--- src/shared/can_rx_flags_defs.vh ---
// Purpose: Constants for the receiver flag and interrupt enable block.
// Assumes: Eight-bit registers on a plain strobe port, one module clock.
// Notes: Every offset, field position, code and limit used in the logic is named here.
`ifndef CAN_RX_FLAGS_DEFS_VH
`define CAN_RX_FLAGS_DEFS_VH

// Register port.
`define REG_ADDR_W 4
`define REG_ADDR_MSB 3
`define REG_FLAGS_ADDR 4'h0
`define REG_ENABLES_ADDR 4'h1
`define REG_ZERO 8'h00

// Field positions shared by the flag and enable registers.
`define BIT_WAKEUP 7
`define BIT_STATUS 6
`define FLD_RX_HI 5
`define FLD_RX_LO 4
`define FLD_TX_HI 3
`define FLD_TX_LO 2
`define BIT_OVERRUN 1
`define BIT_RXFULL 0

// Error state codes.
`define CODE_OK 2'h0
`define CODE_WARN 2'h1
`define CODE_PASSIVE 2'h2
`define CODE_BUSOFF 2'h3

// Sensitivity selections.
`define SENS_NONE 2'h0
`define SENS_BUSOFF 2'h1
`define SENS_PASSIVE 2'h2
`define SENS_ALL 2'h3

// Error counter limits.
`define ERR_CNT_W 9
`define ERR_WARN_LIMIT 9'h060
`define ERR_PASSIVE_LIMIT 9'h07f
`define ERR_BUSOFF_LIMIT 9'h0ff

`endif

--- src/logic/can_rx_flag_irq_enable.v ---
// Purpose: Receiver event flags, interrupt enables and request outputs of a CAN controller.
// Assumes: All inputs but the asynchronous resetn are synchronous to clk_sys; the engine keeps error counters itself.
// Notes: Registers sit on a plain strobe port with read data one cycle after the strobe.
`include "can_rx_flags_defs.vh"
`default_nettype none

module can_rx_flag_irq_enable (
   input wire clk_sys,
   input wire resetn,
   input wire [`REG_ADDR_MSB:0] reg_addr,
   input wire [7:0] reg_wdata,
   input wire reg_wr,
   input wire reg_rd,
   output reg [7:0] reg_rdata,
   input wire init_request,
   input wire init_acknowledge,
   input wire fifo_pending,
   output wire fifo_shift,
   output wire buffer_release,
   input wire overrun_event,
   input wire wakeup_event,
   input wire [8:0] rx_err_count,
   input wire [8:0] tx_err_count,
   output wire rx_request,
   output wire error_request,
   output wire wakeup_request,
   output wire irq
);

   // Initialization mode and the write window are two different conditions.
   // Writes are refused during the handshake too, not only once it is complete.
   wire init_mode;
   wire write_open;
   assign init_mode = init_request & init_acknowledge;
   assign write_open = ~init_request & ~init_acknowledge;

   // Decoded write strobes.
   wire wr_flags;
   wire wr_enables;
   assign wr_flags = reg_wr & write_open & (reg_addr == `REG_FLAGS_ADDR);
   assign wr_enables = reg_wr & write_open & (reg_addr == `REG_ENABLES_ADDR);

   // Flag registers.
   reg wakeup_flag_r;
   reg wakeup_flag_nxt;
   reg status_change_flag_r;
   reg status_change_flag_nxt;
   reg overrun_flag_r;
   reg overrun_flag_nxt;
   reg receive_full_flag_r;
   reg receive_full_flag_nxt;

   // Reported state codes.
   reg [1:0] rx_state_code_r;
   reg [1:0] rx_state_code_nxt;
   reg [1:0] tx_state_code_r;
   reg [1:0] tx_state_code_nxt;

   // Enable register fields.
   reg wakeup_irq_enable_r;
   reg status_change_irq_enable_r;
   reg [1:0] rx_state_sensitivity_r;
   reg [1:0] tx_state_sensitivity_r;
   reg overrun_irq_enable_r;
   reg receive_full_irq_enable_r;

   // Bus-off history for the receiver jump back to the error-free state.
   reg tx_busoff_r;

   // Foreground buffer handshake: one shift per clear, never while full.
   assign fifo_shift = fifo_pending & ~receive_full_flag_r & ~init_mode;

   // A one written to a set receive-full flag hands the buffer back.
   assign buffer_release = wr_flags & reg_wdata[`BIT_RXFULL] & receive_full_flag_r;

   // Actual transmitter state from its counter.
   reg [1:0] tx_actual;
   always @* begin
      if (tx_err_count > `ERR_BUSOFF_LIMIT) begin
         tx_actual = `CODE_BUSOFF;
      end else if (tx_err_count > `ERR_PASSIVE_LIMIT) begin
         tx_actual = `CODE_PASSIVE;
      end else if (tx_err_count > `ERR_WARN_LIMIT) begin
         tx_actual = `CODE_WARN;
      end else begin
         tx_actual = `CODE_OK;
      end
   end

   // Actual receiver state; bus-off is mirrored from the transmitter.
   // The receiver counter may still be high when bus-off ends, so the exit cycle
   // forces the error-free code instead of following the counter.
   wire tx_busoff_now;
   assign tx_busoff_now = (tx_actual == `CODE_BUSOFF);
   reg [1:0] rx_actual;
   always @* begin
      if (tx_busoff_now) begin
         rx_actual = `CODE_BUSOFF;
      end else if (tx_busoff_r) begin
         rx_actual = `CODE_OK;
      end else if (rx_err_count > `ERR_PASSIVE_LIMIT) begin
         rx_actual = `CODE_PASSIVE;
      end else if (rx_err_count > `ERR_WARN_LIMIT) begin
         rx_actual = `CODE_WARN;
      end else begin
         rx_actual = `CODE_OK;
      end
   end

   // Decides whether a move from old to new counts under a sensitivity choice.
   function qualifies;
      input [1:0] sens;
      input [1:0] old_code;
      input [1:0] new_code;
      reg busoff_edge;
      reg passive_edge;
      begin
         busoff_edge = (old_code == `CODE_BUSOFF) | (new_code == `CODE_BUSOFF);
         passive_edge = busoff_edge | (old_code == `CODE_PASSIVE) |
                        (new_code == `CODE_PASSIVE);
         case (sens)
            `SENS_NONE: qualifies = 1'b0;
            `SENS_BUSOFF: qualifies = busoff_edge;
            `SENS_PASSIVE: qualifies = passive_edge;
            `SENS_ALL: qualifies = 1'b1;
            default: qualifies = 1'b0;
         endcase
      end
   endfunction

   // Codes follow the actual states only while no status change is pending,
   // so software always sees the state that raised the interrupt it serves.
   wire code_update;
   wire rx_moves;
   wire tx_moves;
   wire status_event;
   assign code_update = ~status_change_flag_r;
   assign rx_moves = code_update & (rx_actual != rx_state_code_r);
   assign tx_moves = code_update & (tx_actual != tx_state_code_r);
   assign status_event =
      (rx_moves & qualifies(rx_state_sensitivity_r, rx_state_code_r, rx_actual)) |
      (tx_moves & qualifies(tx_state_sensitivity_r, tx_state_code_r, tx_actual));

   // State codes: read-only and untouched by initialization mode.
   always @* begin
      rx_state_code_nxt = rx_state_code_r;
      tx_state_code_nxt = tx_state_code_r;
      if (code_update) begin
         rx_state_code_nxt = rx_actual;
         tx_state_code_nxt = tx_actual;
      end
   end

   // Write-one-to-clear masks.
   wire clr_wakeup;
   wire clr_status;
   wire clr_overrun;
   wire clr_rxfull;
   assign clr_wakeup = wr_flags & reg_wdata[`BIT_WAKEUP];
   assign clr_status = wr_flags & reg_wdata[`BIT_STATUS];
   assign clr_overrun = wr_flags & reg_wdata[`BIT_OVERRUN];
   assign clr_rxfull = wr_flags & reg_wdata[`BIT_RXFULL];

   // Flag next values: a setting condition in the clear cycle keeps the flag set.
   always @* begin
      wakeup_flag_nxt = wakeup_flag_r;
      status_change_flag_nxt = status_change_flag_r;
      overrun_flag_nxt = overrun_flag_r;
      receive_full_flag_nxt = receive_full_flag_r;
      if (init_mode) begin
         wakeup_flag_nxt = 1'b0;
         status_change_flag_nxt = 1'b0;
         overrun_flag_nxt = 1'b0;
         receive_full_flag_nxt = 1'b0;
      end else begin
         if (clr_wakeup) begin
            wakeup_flag_nxt = 1'b0;
         end
         if (wakeup_event) begin
            wakeup_flag_nxt = 1'b1;
         end
         if (clr_status) begin
            status_change_flag_nxt = 1'b0;
         end
         if (status_event) begin
            status_change_flag_nxt = 1'b1;
         end
         if (clr_overrun) begin
            overrun_flag_nxt = 1'b0;
         end
         if (overrun_event) begin
            overrun_flag_nxt = 1'b1;
         end
         if (clr_rxfull) begin
            receive_full_flag_nxt = 1'b0;
         end
         if (fifo_shift) begin
            receive_full_flag_nxt = 1'b1;
         end
      end
   end

   // Flag registers; initialization mode holds them in their reset state.
   always @(posedge clk_sys or negedge resetn) begin
      if (!resetn) begin
         wakeup_flag_r <= 1'b0;
         status_change_flag_r <= 1'b0;
         overrun_flag_r <= 1'b0;
         receive_full_flag_r <= 1'b0;
      end else begin
         wakeup_flag_r <= wakeup_flag_nxt;
         status_change_flag_r <= status_change_flag_nxt;
         overrun_flag_r <= overrun_flag_nxt;
         receive_full_flag_r <= receive_full_flag_nxt;
      end
   end

   // State codes and bus-off history run through initialization mode.
   always @(posedge clk_sys or negedge resetn) begin
      if (!resetn) begin
         rx_state_code_r <= `CODE_OK;
         tx_state_code_r <= `CODE_OK;
         tx_busoff_r <= 1'b0;
      end else begin
         rx_state_code_r <= rx_state_code_nxt;
         tx_state_code_r <= tx_state_code_nxt;
         tx_busoff_r <= tx_busoff_now;
      end
   end

   // Event enables: cleared in initialization mode, written only outside it.
   always @(posedge clk_sys or negedge resetn) begin
      if (!resetn) begin
         wakeup_irq_enable_r <= 1'b0;
         status_change_irq_enable_r <= 1'b0;
         overrun_irq_enable_r <= 1'b0;
         receive_full_irq_enable_r <= 1'b0;
      end else if (init_mode) begin
         wakeup_irq_enable_r <= 1'b0;
         status_change_irq_enable_r <= 1'b0;
         overrun_irq_enable_r <= 1'b0;
         receive_full_irq_enable_r <= 1'b0;
      end else if (wr_enables) begin
         wakeup_irq_enable_r <= reg_wdata[`BIT_WAKEUP];
         status_change_irq_enable_r <= reg_wdata[`BIT_STATUS];
         overrun_irq_enable_r <= reg_wdata[`BIT_OVERRUN];
         receive_full_irq_enable_r <= reg_wdata[`BIT_RXFULL];
      end
   end

   // Sensitivity fields survive initialization mode, so a reconfiguration
   // does not silently change which bus state changes are reported.
   always @(posedge clk_sys or negedge resetn) begin
      if (!resetn) begin
         rx_state_sensitivity_r <= `SENS_NONE;
         tx_state_sensitivity_r <= `SENS_NONE;
      end else if (wr_enables) begin
         rx_state_sensitivity_r <= reg_wdata[`FLD_RX_HI:`FLD_RX_LO];
         tx_state_sensitivity_r <= reg_wdata[`FLD_TX_HI:`FLD_TX_LO];
      end
   end

   // Level requests, each gated by its enable.
   assign rx_request = receive_full_flag_r & receive_full_irq_enable_r;
   assign error_request = (overrun_flag_r & overrun_irq_enable_r) |
                          (status_change_flag_r & status_change_irq_enable_r);
   assign wakeup_request = wakeup_flag_r & wakeup_irq_enable_r;
   assign irq = rx_request | error_request | wakeup_request;

   // Register images.
   wire [7:0] flags_image;
   wire [7:0] enables_image;
   assign flags_image = {wakeup_flag_r, status_change_flag_r, rx_state_code_r,
                         tx_state_code_r, overrun_flag_r, receive_full_flag_r};
   assign enables_image = {wakeup_irq_enable_r, status_change_irq_enable_r,
                           rx_state_sensitivity_r, tx_state_sensitivity_r,
                           overrun_irq_enable_r, receive_full_irq_enable_r};

   // Read data stand only in the cycle after the strobe; reads never change state.
   always @(posedge clk_sys or negedge resetn) begin
      if (!resetn) begin
         reg_rdata <= `REG_ZERO;
      end else if (reg_rd) begin
         case (reg_addr)
            `REG_FLAGS_ADDR: reg_rdata <= flags_image;
            `REG_ENABLES_ADDR: reg_rdata <= enables_image;
            default: reg_rdata <= `REG_ZERO;
         endcase
      end else begin
         reg_rdata <= `REG_ZERO;
      end
   end

endmodule // can_rx_flag_irq_enable

`default_nettype wire

--- config.mk ---
export PLATFORM = sky130hd
export DESIGN_NAME = can_rx_flag_irq_enable
export DESIGN_NICKNAME = d
export VERILOG_FILES = /design/src/logic/can_rx_flag_irq_enable.v
export VERILOG_INCLUDE_DIRS = /design/src /design/src/shared
export SDC_FILE = /design/constraint.sdc
export NUM_CORES = 1
export LEC_CHECK = 0
export BUFFER_PORTS_ARGS = -buffer_cell sky130_fd_sc_hd__buf_4
export CAP_MARGIN = 20
export CORE_ASPECT_RATIO = 1.4
export CORE_MARGIN = 2
export CORE_UTILIZATION = 50
export CTS_BUF_LIST = sky130_fd_sc_hd__clkbuf_8 sky130_fd_sc_hd__clkbuf_16
export DETAILED_ROUTE_END_ITERATION = 10
export GPL_TIMING_DRIVEN = 1
export PLACE_DENSITY = 0.94
export SLEW_MARGIN = 20
export SYNTH_ARGS = -nofsm -noshare
export SYNTH_HDL_FRONTEND = slang
export SYNTH_SLANG_ARGS = --single-unit
--- constraint.sdc ---
create_clock -name clk_sys -period 3.2 [get_ports clk_sys]
set_input_delay 0.32 -clock clk_sys [delete_from_list [all_inputs] [get_ports clk_sys]]
set_output_delay 0.32 -clock clk_sys [all_outputs]
set_load 0.05 [all_outputs]
After elaboration in Yosys (flattened, before gate mapping)
Index checks and enable logic that the tools add are counted.
- $lt $le $gt $ge: 5
- eq/ne operators: 17
- multiplexer cells: 31
- bitwise operators: 35
- reductions and logical operators: 8
- operators with widths (kind ; count):
    > comparator 9 x 7 -> 1 bit, second input constant ; 4
    == test 2 bit, second input constant ; 12
    two-way mux 1 bit ; 22
    AND 1 bit ; 20
    one-hot mux 8 bit (2 select lines) ; 1
    nonzero test 3 bit ; 4
    two-way mux 2 bit ; 5
    OR 1 bit ; 10
    > comparator 9 x 8 -> 1 bit, second input constant ; 1
    two-way mux 8 bit ; 1
    one-hot mux 1 bit (4 select lines) ; 2
    NOT 1 bit ; 5
    == test 2 x 1 -> 1 bit, second input constant ; 2
    == test 4 x 1 -> 1 bit, second input constant ; 1
    zero test 2 bit ; 2
    zero test 4 bit ; 1
    != test 2 bit ; 2
    nonzero test 2 bit ; 1
- register bits after elaboration: 25
- input port bits: 39
- output and inout bits: 14
- word-level logic and storage cells: 110

Depth between registers and ports, before layout
- depth in word-level cells: 15
- mapped depth: 5
- mapped depth without buffers: 5

Worst setup path after synthesis
OpenSTA, ideal clock, no wires.
- kind: input to output
- start point: in reg_addr[0]
- end point: out buffer_release
- arrival time: 1617 ps
- required time: 2880 ps
- path slack: 1263 ps
- stages on the path: 3
- path buffers: 0
- path through: nor4_2 and2_1 and3_1
- longest elaborated chain between the ends: 4
- ends and longest elaborated chain (item ; RTL line ; RTL):
    from (decl) ; can_rx_flag_irq_enable.v:10 ; input wire [`REG_ADDR_MSB:0] reg_addr,
    zero test 4 bit ; -- ;
    AND 1 bit ; can_rx_flag_irq_enable.v:40 ; assign wr_flags = reg_wr & write_open & (reg_addr == `REG_FLAGS_ADDR);
    AND 1 bit (2 in a row) ; can_rx_flag_irq_enable.v:74 ; assign buffer_release = wr_flags & reg_wdata[`BIT_RXFULL] & receive_full_flag_r;
    to (decl) ; can_rx_flag_irq_enable.v:19 ; output wire buffer_release,
No other way between the ends.

Worst setup path after layout
- start point: in init_request
- end point: out buffer_release
- longest elaborated chain between the ends: 6
- ends and longest elaborated chain (item ; RTL line ; RTL):
    from (decl) ; can_rx_flag_irq_enable.v:15 ; input wire init_request,
    NOT 1 bit ; can_rx_flag_irq_enable.v:35 ; assign write_open = ~init_request & ~init_acknowledge;
    AND 1 bit ; can_rx_flag_irq_enable.v:35 ;
    AND 1 bit (2 in a row) ; can_rx_flag_irq_enable.v:40 ;
    AND 1 bit (2 in a row) ; can_rx_flag_irq_enable.v:74 ;
No other way between the ends.

==> metrics <==
status finished clean; antenna violations before repair 0; Mean Syn Cell Area about 10 um2; worst min path class input port to flop; Die Height 62.95 um; FF+latch count, synth 25; Post-Syn Area around 1200 um2; clk_skew 4.274 ps; period utilisation layout 63.24%; critical path's most frequent cell buf_4; worst slew pin tran between 600 and 700 ps; Root Buffer clkbuf_8; Congestion Overflow GR 0; full die area between 2000 and 3000 um2; Setup TNS Final 0 ps; layout cell share with drive strength beyond 1 36.31%; WHS around 240 ps; Layout Nets around 220; final core occ between 70% and 80%; drt pass-1 iters 5; Pwr Density 469.0 nW/um2; Worst-Skew Late Latency approximately 270 ps; Worst Path Buf+Inv 2; r2r endpoint status_change_flag_r; # IOs 53; DRC 0; startpoint class of the critical path input port; maximum VDD drop roughly 0.37 mV; cell count after synthesis 124; vias in the first global route ~1200; gpl congestion 0.7795; TritonCTS clock tree yes; CP cell instances buf_4, nor3b_1, and2_1, and3_1, buf_4; DR vias between 1000 and 1500; P_leak between 0.8 and 0.9 nW; relative slew slack a little under three fifths; largest cells by area after synthesis dfrtp_1 (50%), a22oi_1 (4.8%), nor2b_1 (4.5%); Num CTS Buffers 3; first-pass GRT wire length 5.202 mm; Clock Sinks 25; postcts setup bufs 0; max_cap viols 0; port bufs 52; max-slew violations 0; core area 2365 um2; FF-to-FF setup slack 1400 ps; post-synthesis cell type count 33; R2R depth 4; synth-to-layout area growth 37.80%; Die X approximately 46 um; Hold Path Stages 2; clock tree buffer depth 2; reg2reg start rx_state_code_r[0]; HP Start init_request; xor/xnor share of the synthesized area 1.411%; GRT Util Overall roughly a quarter; final setup vio count 0; clock-pin transition on the worst setup and hold timing paths approximately 80 ps; cell type with the highest aggregate area in the netlist dfrtp_1; synthesized-area fraction occupied by adder cells 0%; Final ANT Viol Nets 0; crit path kind input port to output port; cell total after placement ~200; Seq/Total Area, Yosys between 50% and 60%; largest family of logic cells by synthesized area simple AND/OR/NAND/NOR gates; vias per cell roughly 6; post-synthesis mux area share between 3 and 4%; Critical Path AT 1700 ps; Ant. Diodes 0; Non-Filler Instances slightly above 200; Max Freq about 490 MHz; RSZ-0062 raised after global routing false; yosys warns 0; CP top delay family simple AND/OR/NAND/NOR gates; largest net degree at the start of global routing 26; H-tree levels 1; initial DRC count 60; critical path capture point type output port; Req. time, crit path between 2000 and 3000 ps; post-cts sizing count 0; hold endpoint wakeup_flag_r; Slowest cell on crit path nor3b_1; max incr delay on CP between 500 and 600 ps; drt total wl roughly 3.2 mm; WL/cell ~16 um; Net Count, Synth approximately 160; Final Hold Fails 0; min cycle time layout approximately 2000 ps; initial core utilization between 50% and 60%; cts hold-fix bufs 1; Simple-Gate Fraction of Synth Area 25.10%; Crit Path Max Fanout 7; compound-gate portion of the synthesized area 16.73%; post-synth top area share about half; Post-DP HPWL between 2 and 2.5 mm; row count 21
-- state kept, by name, summed over array words and instances (netlist names) --
name                        count
receive_full_flag_r             1
reg_rdata                       8
wakeup_flag_r                   1
tx_busoff_r                     1
status_change_flag_r            1
overrun_flag_r                  1
rx_state_sensitivity_r          2
rx_state_code_r                 2
wakeup_irq_enable_r             1
tx_state_sensitivity_r          2
status_change_irq_enable_r      1
tx_state_code_r                 2
overrun_irq_enable_r            1
receive_full_irq_enable_r       1
-- metrics by stage --
| step | area [um2] | total power, mW | setup WS (ps) |
|---|---|---|---|
| final | 1710 | 0.8023 | 1176 |
| after global routing | 1710 | 0.8442 | 1079 |
| after CTS | 1710 | 0.7979 | 1197 |
| after detailed placement | 1655 | 0.6169 | 1204 |
| after global placement | 1655 | 0.6020 | 1281 |
| after floorplan | 1241 | 0.5320 | 1263 |
-- where the power goes --
part           leakage [nW]  total (mW)  switching [mW]  internal (mW)
clock                0.0269       0.182          0.0965         0.0859
sequential            0.321       0.430          0.0728          0.357
combinational         0.474       0.190          0.0903         0.0992
total                 0.822       0.802           0.260          0.543
-- how the worst max path moves through the flow --
stage | startpoint | endpoint | slack [ps] | cells past startpoint
after CTS | init_request | buffer_release | 1200 | 5
after global placement | init_request | buffer_release | 1280 | 5
after global routing | init_request | buffer_release | 1080 | 5
after floorplan | reg_addr[0] | buffer_release | 1260 | 3
final | init_request | buffer_release | 1180 | 5
after detailed placement | init_request | buffer_release | 1200 | 5
-- kinds of logic after synthesis --
| logic type | after synthesis |
|---|---|
| simple gates | 57 |
| compound gates | 30 |
| flops | 25 |
| buf+inv | 6 |
| mux | 4 |
| xor+xnor | 2 |
-- synthesized netlist by cell type --
| library cell | instances |
|---|---|
| or3_1 | 1 |
| mux2_2 | 4 |
| nand2_1 | 11 |
| nand4_1 | 1 |
| o211ai_2 | 1 |
| o32ai_1 | 1 |
| o22ai_1 | 1 |
| a22oi_1 | 8 |
| dfrtp_1 | 25 |
| xor2_1 | 1 |
| a21oi_1 | 10 |
| a211oi_1 | 3 |
| and3_1 | 1 |
| o41ai_1 | 1 |
| dlygate4sd3_1 | 1 |
| nor2b_1 | 9 |
| and3b_1 | 1 |
| or4_2 | 1 |
| and2_1 | 3 |
| nor3_1 | 5 |
| nor4_2 | 1 |
| o311a_1 | 2 |
| o21ai_0 | 2 |
| or4_1 | 2 |
| nor2_1 | 9 |
| a22o_1 | 1 |
| nor4b_1 | 2 |
| clkbuf_1 | 2 |
| xnor2_1 | 1 |
| inv_1 | 2 |
| dlygate4sd1_1 | 1 |
| nand3_1 | 8 |
| nor3b_1 | 2 |
-- layer usage --
layer | vias to the layer above | part of all wire (%) | wire length (um) | GRT usage (%)
met5 | - | 0 | 0 | 0
met4 | 0 | 2.3 | 72 | 8.214
met3 | 9 | 4.7 | 148 | 2.890
met2 | 58 | 57 | 1792 | 43.58
met1 | 610 | 36 | 1152 | 26.63
li1 | 571 | - | - | -
-- cell type report --
class | count | area [um2]
Timing Repair Buffer | 55 | 415.4
Clock inverter | 1 | 3.754
Clock buffer | 3 | 41.29
Multi-Input combinational cell | 93 | 588.1
Inverter | 2 | 7.507
Fill cell | 180 | 654.4
Sequential cell | 25 | 625.6
Tap cell | 23 | 28.78
-- layout by cell type (no fill, tap or decap), drive strengths merged, types with 4 or more instances in the layout --
cell type  count
a21oi         10
a22oi          8
buf           54
dfrtp         25
mux2           4
nand2         11
nand3          8
nor2           9
nor2b          9
nor3           5
No activity file was read; power rests on OpenSTA's default activity.
